$ cat config.mk
export PLATFORM = sky130hd
export DESIGN_NAME = rfc_regfile
export DESIGN_NICKNAME = d
export VERILOG_FILES = /design/src/rtl/rfc_pkg.sv /design/src/rtl/rfc_regfile.sv
export SDC_FILE = /design/constraint.sdc
export NUM_CORES = 2
export LEC_CHECK = 0
export BUFFER_PORTS_ARGS = -buffer_cell sky130_fd_sc_hd__buf_2
export CAP_MARGIN = 20
export CELL_PAD_IN_SITES_DETAIL_PLACEMENT = 0
export CELL_PAD_IN_SITES_GLOBAL_PLACEMENT = 1
export CORE_AREA = 4 4 337 273
export CTS_CLUSTER_DIAMETER = 40
export CTS_CLUSTER_SIZE = 16
export DETAILED_ROUTE_END_ITERATION = 7
export DIE_AREA = 0 0 341 277
export PLACE_DENSITY = 0.89
export SLEW_MARGIN = 20
export SYNTH_ARGS = -nofsm -noshare
export SYNTH_HDL_FRONTEND = slang
export SYNTH_SLANG_ARGS = --single-unit
$ cat constraint.sdc
create_clock -name clk_i -period 6.1 [get_ports clk_i]
set_clock_uncertainty 0.05 [all_clocks]
set_input_delay 0.915 -clock clk_i [delete_from_list [all_inputs] [get_ports clk_i]]
set_output_delay 0.915 -clock clk_i [all_outputs]
set_load 0.05 [all_outputs]
$ cat src/rtl/rfc_pkg.sv
package rfc_pkg;
    // ***********************************************
    // Register map on the bus (byte addresses)
    // ***********************************************
    localparam int ADR_W = 8;
    localparam logic [7:0] OFS_GPR = 8'h00;
    localparam logic [7:0] OFS_GPR_END = 8'h3C;
    localparam logic [7:0] OFS_PSR = 8'h40;
    localparam logic [7:0] OFS_CFG = 8'h44;
    localparam logic [7:0] OFS_PC = 8'h48;
    localparam logic [7:0] OFS_INTR_SP = 8'h4C;
    localparam logic [7:0] OFS_USER_SP = 8'h50;
    localparam logic [7:0] OFS_DTB = 8'h54;

    // ***********************************************
    // Fields, reset values, masks
    // ***********************************************
    localparam logic [3:0] NARROW_CNT = 4'hC;
    localparam logic [3:0] SR_PAIR_LAST = 4'hD;
    localparam logic [3:0] SP_IDX = 4'hF;
    localparam int PSR_USER_BIT = 3;
    localparam int CFG_COMPAT_BIT = 9;
    localparam logic [15:0] PSR_RESET = 16'h0200;
    localparam logic [15:0] CFG_RESET = 16'h0000;
    localparam logic [23:0] PC_START = 24'h00_0000;
    localparam logic [23:0] PC_MASK = 24'hFF_FFFE;
    localparam logic [31:0] INTR_SP_MASK = 32'h00FF_FFFE;
    localparam logic [31:0] USER_SP_LIMIT = 32'h00FF_FFFF;
    localparam logic [31:0] STACK_STEP = 32'h0000_0004;

    // ***********************************************
    // Carriers
    // ***********************************************
    typedef enum logic [1:0] {
        RFC_SZ_BYTE = 2'h0,
        RFC_SZ_WORD = 2'h1,
        RFC_SZ_DWORD = 2'h2
    } rfc_size_t;

    typedef struct packed {
        logic valid;
        logic we;
        rfc_size_t size;
        logic [3:0] idx;
        logic [31:0] wdata;
        logic pc_we;
        logic [23:0] pc_val;
    } rfc_op_t;

    typedef struct packed {
        logic valid;
        logic pop;
        logic exc;
    } rfc_stk_t;

    typedef struct packed {
        logic [15:0][31:0] gpr;
        logic [15:0] psr;
        logic [15:0] cfg;
        logic [23:0] pc;
        logic [31:0] intr_sp;
        logic [31:0] user_sp;
        logic [31:0] dtb;
        logic [31:0] rdata;
        logic [31:0] wb_rdata;
        logic ack;
        logic [31:0] stk_addr;
        logic stk_vld;
        logic trap;
    } rfc_state_t;
endpackage : rfc_pkg

$ cat src/rtl/rfc_regfile.sv
// The register addresses and register access over Wishbone are this design's own decisions.
`timescale 1ns/1ps
module rfc_regfile
    import rfc_pkg::*;
#(
    parameter logic [23:0] START_PC = PC_START
) (
    input wire logic clk_i,
    input wire logic rst_i,
    input wire logic warm_rst_i,
    input wire rfc_op_t op_i,
    input wire rfc_stk_t stk_i,
    input wire logic [ADR_W-1:0] wb_adr_i,
    input wire logic [31:0] wb_dat_i,
    input wire logic [3:0] wb_sel_i,
    input wire logic wb_we_i,
    input wire logic wb_cyc_i,
    input wire logic wb_stb_i,
    output logic [31:0] wb_dat_o,
    output logic wb_ack_o,
    output logic [31:0] rd_data_o,
    output logic [23:0] pc_o,
    output logic [31:0] dtb_o,
    output logic user_mode_bit_o,
    output logic short_register_compat_bit_o,
    output logic [31:0] stk_addr_o,
    output logic stk_valid_o,
    output logic illegal_address_trap_o
);
    // ***********************************************
    // State and combinational helpers
    // ***********************************************
    rfc_state_t st;
    rfc_state_t next_st;
    logic sr;
    logic user;
    logic paired;
    logic [3:0] hi_idx;
    logic [31:0] lo_reg;
    logic [31:0] hi_reg;
    logic [31:0] core_rd;
    logic [31:0] ptr;
    logic [31:0] new_ptr;
    logic wb_hit;
    logic [3:0] wb_idx;

    // Byte-lane merge for bus writes
    function automatic logic [31:0] lane_merge(input logic [31:0] old_v,
                                               input logic [31:0] new_v,
                                               input logic [3:0] sel);
        logic [31:0] r;
        r = old_v;
        for (int b = 0; b < 4; b++) begin
            if (sel[b]) begin
                r[8*b +: 8] = new_v[8*b +: 8];
            end
        end
        return r;
    endfunction : lane_merge

    // Pairing decode and core read path
    always_comb begin
        sr = st.cfg[CFG_COMPAT_BIT];
        user = st.psr[PSR_USER_BIT];
        hi_idx = op_i.idx + 4'h1;
        // Compat mode pairs reach up to R14/R13 low halves
        paired = sr ? (op_i.idx <= SR_PAIR_LAST) : (op_i.idx < NARROW_CNT);
        lo_reg = st.gpr[op_i.idx];
        hi_reg = st.gpr[hi_idx];
        case (op_i.size)
            RFC_SZ_BYTE: core_rd = {24'h00_0000, lo_reg[7:0]};
            RFC_SZ_WORD: core_rd = {16'h0000, lo_reg[15:0]};
            RFC_SZ_DWORD: core_rd = paired ? {hi_reg[15:0], lo_reg[15:0]} : lo_reg;
            default: core_rd = 32'h0000_0000;
        endcase
    end

    // Stack pointer choice; exceptions always go to the interrupt stack pointer
    always_comb begin
        if (stk_i.exc) begin
            ptr = st.intr_sp;
        end else if (user) begin
            ptr = st.user_sp;
        end else begin
            ptr = st.gpr[SP_IDX];
        end
        // Stacks grow downward: push predecrements, pop postincrements
        new_ptr = stk_i.pop ? ptr + STACK_STEP : ptr - STACK_STEP;
    end

    // Bus is stalled while op_i.valid or stk_i.valid is set; a bus PC write still overrides an op_i.pc_we given without op_i.valid
    always_comb begin
        wb_hit = wb_cyc_i && wb_stb_i && !st.ack && !op_i.valid && !stk_i.valid;
        wb_idx = wb_adr_i[5:2];
    end

    // ***********************************************
    // Next-state logic
    // ***********************************************
    always_comb begin
        next_st = st;
        next_st.ack = 1'b0;
        next_st.trap = 1'b0;
        next_st.stk_vld = 1'b0;

        // Core register access
        if (op_i.valid && !op_i.we) begin
            next_st.rdata = core_rd;
        end
        if (op_i.valid && op_i.we) begin
            case (op_i.size)
                RFC_SZ_BYTE: next_st.gpr[op_i.idx][7:0] = op_i.wdata[7:0];
                RFC_SZ_WORD: next_st.gpr[op_i.idx][15:0] = op_i.wdata[15:0];
                RFC_SZ_DWORD: begin
                    if (paired) begin
                        // Both halves land on the same edge
                        next_st.gpr[op_i.idx][15:0] = op_i.wdata[15:0];
                        next_st.gpr[hi_idx][15:0] = op_i.wdata[31:16];
                    end else begin
                        next_st.gpr[op_i.idx] = op_i.wdata;
                    end
                end
                default: next_st.rdata = st.rdata;
            endcase
        end
        if (op_i.pc_we) begin
            next_st.pc = op_i.pc_val;
        end

        // Stack access, refused with a trap when the user pointer is out of range
        if (stk_i.valid) begin
            if (!stk_i.exc && user && st.user_sp > USER_SP_LIMIT) begin
                next_st.trap = 1'b1;
            end else begin
                next_st.stk_vld = 1'b1;
                next_st.stk_addr = stk_i.pop ? ptr : new_ptr;
                if (stk_i.exc) begin
                    next_st.intr_sp = new_ptr;
                end else if (user) begin
                    next_st.user_sp = new_ptr;
                end else begin
                    next_st.gpr[SP_IDX] = new_ptr;
                end
            end
        end

        // Bus slave: one wait state, unmapped reads zero, writes dropped
        if (wb_hit) begin
            next_st.ack = 1'b1;
            next_st.wb_rdata = 32'h0000_0000;
            if (wb_adr_i <= OFS_GPR_END) begin
                next_st.wb_rdata = st.gpr[wb_idx];
                if (wb_we_i) begin
                    next_st.gpr[wb_idx] = lane_merge(st.gpr[wb_idx], wb_dat_i, wb_sel_i);
                end
            end else begin
                case (wb_adr_i)
                    OFS_PSR: begin
                        next_st.wb_rdata = {16'h0000, st.psr};
                        if (wb_we_i) begin
                            next_st.psr = 16'(lane_merge({16'h0000, st.psr}, wb_dat_i,
                                                         wb_sel_i));
                        end
                    end
                    OFS_CFG: begin
                        next_st.wb_rdata = {16'h0000, st.cfg};
                        if (wb_we_i) begin
                            next_st.cfg = 16'(lane_merge({16'h0000, st.cfg}, wb_dat_i,
                                                         wb_sel_i));
                        end
                    end
                    OFS_PC: begin
                        next_st.wb_rdata = {8'h00, st.pc};
                        if (wb_we_i) begin
                            next_st.pc = 24'(lane_merge({8'h00, st.pc}, wb_dat_i,
                                                        wb_sel_i));
                        end
                    end
                    OFS_INTR_SP: begin
                        next_st.wb_rdata = st.intr_sp;
                        if (wb_we_i) begin
                            next_st.intr_sp = lane_merge(st.intr_sp, wb_dat_i, wb_sel_i);
                        end
                    end
                    OFS_USER_SP: begin
                        next_st.wb_rdata = st.user_sp;
                        if (wb_we_i) begin
                            next_st.user_sp = lane_merge(st.user_sp, wb_dat_i, wb_sel_i);
                        end
                    end
                    OFS_DTB: begin
                        // Stored as written; software keeps the must-be-zero bits
                        next_st.wb_rdata = st.dtb;
                        if (wb_we_i) begin
                            next_st.dtb = lane_merge(st.dtb, wb_dat_i, wb_sel_i);
                        end
                    end
                    default: next_st.wb_rdata = 32'h0000_0000;
                endcase
            end
        end

        // Narrow registers lose their upper half; reserved reads come back zero
        for (int i = 0; i < 12; i++) begin
            next_st.gpr[i][31:16] = 16'h0000;
        end
        next_st.pc = next_st.pc & PC_MASK;
        next_st.intr_sp = next_st.intr_sp & INTR_SP_MASK;

        // Warm reset wins over PC, PSR, CFG, stack valid and trap, and keeps the old PC in R1:R0
        if (warm_rst_i) begin
            next_st.gpr[0] = {16'h0000, st.pc[15:0]};
            next_st.gpr[1] = {24'h00_0000, st.pc[23:16]};
            next_st.pc = START_PC & PC_MASK;
            next_st.psr = PSR_RESET;
            next_st.cfg = CFG_RESET;
            next_st.stk_vld = 1'b0;
            next_st.trap = 1'b0;
        end
    end

    // ***********************************************
    // State register
    // ***********************************************
    always_ff @(posedge clk_i) begin
        if (rst_i) begin
            st <= '0;
            st.psr <= PSR_RESET;
            st.cfg <= CFG_RESET;
            st.pc <= START_PC & PC_MASK;
        end else begin
            st <= next_st;
        end
    end

    // Outputs straight from the state flops
    always_comb begin
        wb_dat_o = st.wb_rdata;
        wb_ack_o = st.ack;
        rd_data_o = st.rdata;
        pc_o = st.pc;
        dtb_o = st.dtb;
        user_mode_bit_o = st.psr[PSR_USER_BIT];
        short_register_compat_bit_o = st.cfg[CFG_COMPAT_BIT];
        stk_addr_o = st.stk_addr;
        stk_valid_o = st.stk_vld;
        illegal_address_trap_o = st.trap;
    end
endmodule : rfc_regfile

==> results_dict.tcl <==
set metrics [dict create \
    antenna_found_initial 10 \
    power.switching_mw 3.66 \
    htreeDepth 3 \
    violations "design-rule violations" \
    syn_area_per_cell_um2 8.45 \
    min_path_type "flop to flop" \
    insertion_delay_ns 0.69 \
    rr_endpoint "stk_addr_o[23]$_SDFFE_PP0P_" \
    fillers 8168 \
    design_area_um2 46200 \
    postCtsSetupBuffers 0 \
    fin_hold_ws_ns 0.403 \
    seq_area_frac_synth 0.266 \
    reg2regPathDepth 13 \
    internal_power_mw 7.48 \
    rsz0062_at_grt "no" \
    hold_start "st[232]$_SDFFE_PP0P_" \
    multiInputGateArea_um2 27900 \
    cts_buffer_depth 3 \
    wl_um 188000 \
    worst-slew-pin-transition_ns 1.20 \
    placed_cells 5934 \
    drv_slew 0 \
    p_total_mw 11.1 \
    whs_endpoint "st[232]$_SDFFE_PP0P_" \
    preCtsSetupSlack_ns 1.07 \
    syn_area_um2 42300 \
    relSlewSlack 0.197 \
    drive_gt1_frac 0.210 \
    area_delta_synth_final_pct 9.22 \
    cp-end-kind "flop" \
    worst_r2r_startpoint "user_mode_bit_o$_SDFFE_PP0P_" \
    synthDistinctLibCells 91 \
    fmax_mhz 214 \
    switching_share 0.329 \
    dp_hpwl_um 129000 \
    first_iter_violations 8028 \
    io_pins 275 \
    port_buffers 272 \
    design.die.area_um2 94500 \
    grt_max_degree 190 \
    syn_inst 5007 \
    mostFrequentLayoutCells "nor2_1, dfxtp_1, nand2_1" \
    p_per_area_nw_per_um2 241 \
    cp-start-kind "flop" \
    critical_path_arrival_ns 5.20 \
    ff2ff_setup_slack_ns 1.44 \
    cts.sinks 561 \
    required_ns 6.63 \
    async_reset_ff_frac 0 \
    layout_setup_ws_ns 1.44 \
    die_w_um 341 \
    grt_pass1_wl_um 273000 \
    power.leakage_nw 16.9 \
    p_seq_frac 0.348 \
    clk_pin_slew_ns 0.07 \
    hold_depth 2 \
    maxCapViolCount 0 \
    drc 2 \
    ctsHoldBuffers 0 \
    dr_total_vias 44500 \
    finalCritPeriodShare 0.765 \
    status "complete, but fails checks" \
    pwr-share-comb 0.175 \
    start_util 0.477 \
    synth_seq_cells 561 \
    synth_edf_count 0 \
    setup_viol 0 \
    hold_violations 0 \
    vdd_drop_max_uv 223 \
    crit_fanout 23 \
    core_area_um2 88700 \
    seq_area_um2 11200 \
    cts_resized 0 \
    tns_ns 0 \
    grt_pass1_vias 40500 \
    root_buffer "clkbuf_16" \
    finalNetCount 4979 \
    drtAntennaViolNets 0 \
    critPathKind "flop to flop" \
    routedWlPerCell_um 30.8 \
    finalCriticalPeriod_ns 4.66 \
    postLayoutCoreUtil 0.521 \
    grt.total_usage 0.378 \
    die_h_um 277 \
    synth_ff_type "dfxtp_1" \
    final_common_cell "nor2_1" \
    vias_per_cell 7.30 \
    cts_buffers 88 \
    yosysWarnings 0 \
    final_cells 6103 \
    overflow 0 \
    firstDrtPassIters 8 \
    cts_tree "built" \
    pwr-share-clk 0.478 \
    rows 98 \
    placed_cell_area_um2 43100 \
    synth_nets 5161 \
    routabilityCongestion 1.04 \
]
## worst max-delay path, stage by stage (launching register included)
cell       delay, ns
dfxtp_2         0.65
buf_4           0.49
mux2i_1         0.15
o21ai_0         0.47
ha_1            0.38
nand4_1         0.15
o22ai_2         0.18
a2111oi_4       0.32
a21oi_2         0.17
a211oi_1        0.56
o21ai_0         0.21
xor2_1          0.36
mux2i_1         0.16
a211oi_1        0.24
## area by class of cell
| type | instances | share of cell area |
|---|---|---|
| multi-input combinational | 3752 | 0.603 |
| sequential | 561 | 0.243 |
| timing repair buffer | 405 | 0.0540 |
| clock buffer | 99 | 0.0501 |
| tap | 1200 | 0.0325 |
| clock inverter | 63 | 0.0157 |
| inverter | 17 | 0.00138 |
| antenna | 6 | 0.000325 |
## layer usage
layer | part of all wire | GRT usage | wire [um]
met4 | 0.061 | 0.186 | 11500
met5 | 0.0016 | 0.0203 | 308
met3 | 0.17 | 0.160 | 32300
met2 | 0.40 | 0.519 | 74700
met1 | 0.37 | 0.506 | 69000
## flip-flops by register name (all words and copies together) (netlist names), 23 cells and up
signal / flops
dtb_o: 32
stk_addr_o: 32
pc_o: 23
wb_dat_o: 32
rd_data_o: 32
st: 405
## cells by family (layout without fill, tap and decap cells)
| family | Yosys count | in the layout | share of synthesized area |
|---|---|---|---|
| AOI/OAI and AO/OA | 1647 | 1647 | 0.265 |
| other | 1 | 7 | 0.0000887 |
| xor gates and xnor gates | 30 | 30 | 0.00639 |
| muxes | 604 | 604 | 0.227 |
| and+or+nand+nor | 1434 | 1434 | 0.145 |
| buffers and inverters | 694 | 584 | 0.0798 |
| DFF | 561 | 561 | 0.266 |
| adders and majority gates | 36 | 36 | 0.0108 |
## synthesized netlist by cell type, drive strengths merged, types with 117 or more instances
cell type | count | area [um2]
nor2 | 621 | 2350
dfxtp | 561 | 11200
nand2 | 470 | 1760
a211oi | 390 | 2930
clkbuf | 366 | 1380
a21oi | 364 | 1840
buf | 311 | 1930
mux4 | 268 | 6040
mux2i | 219 | 2240
o21ai | 207 | 1040
a22oi | 158 | 1190
o22ai | 140 | 882
mux2 | 117 | 1320
## power by group through the flow
stage	Clock [mW]	Sequential, mW	Combinational (mW)
floorplan	0	3.89	1.29
global placement	0	3.94	1.84
detailed placement	0	3.94	1.85
CTS	5.32	3.86	1.86
global route	5.48	3.87	2.02
finish	5.32	3.87	1.95
## worst max path at each step
stage                                             from                          end  slack (ns)  cells past startpoint
final                     user_mode_bit_o$_SDFFE_PP0P_  stk_addr_o[23]$_SDFFE_PP0P_        1.44                     13
after global routing      user_mode_bit_o$_SDFFE_PP0P_  stk_addr_o[23]$_SDFFE_PP0P_        1.27                     13
after CTS                 user_mode_bit_o$_SDFFE_PP0P_         st[160]$_SDFFE_PP0P_        1.61                     13
after detailed placement                      op_i[57]           st[709]$_SDFF_PP0_        1.07                      8
after global placement                        op_i[57]           st[707]$_SDFF_PP0_        1.20                      8
after floorplan                               stk_i[1]         st[160]$_SDFFE_PP0P_        1.24                     13
Note: power is estimated with default switching activity, not from simulation.
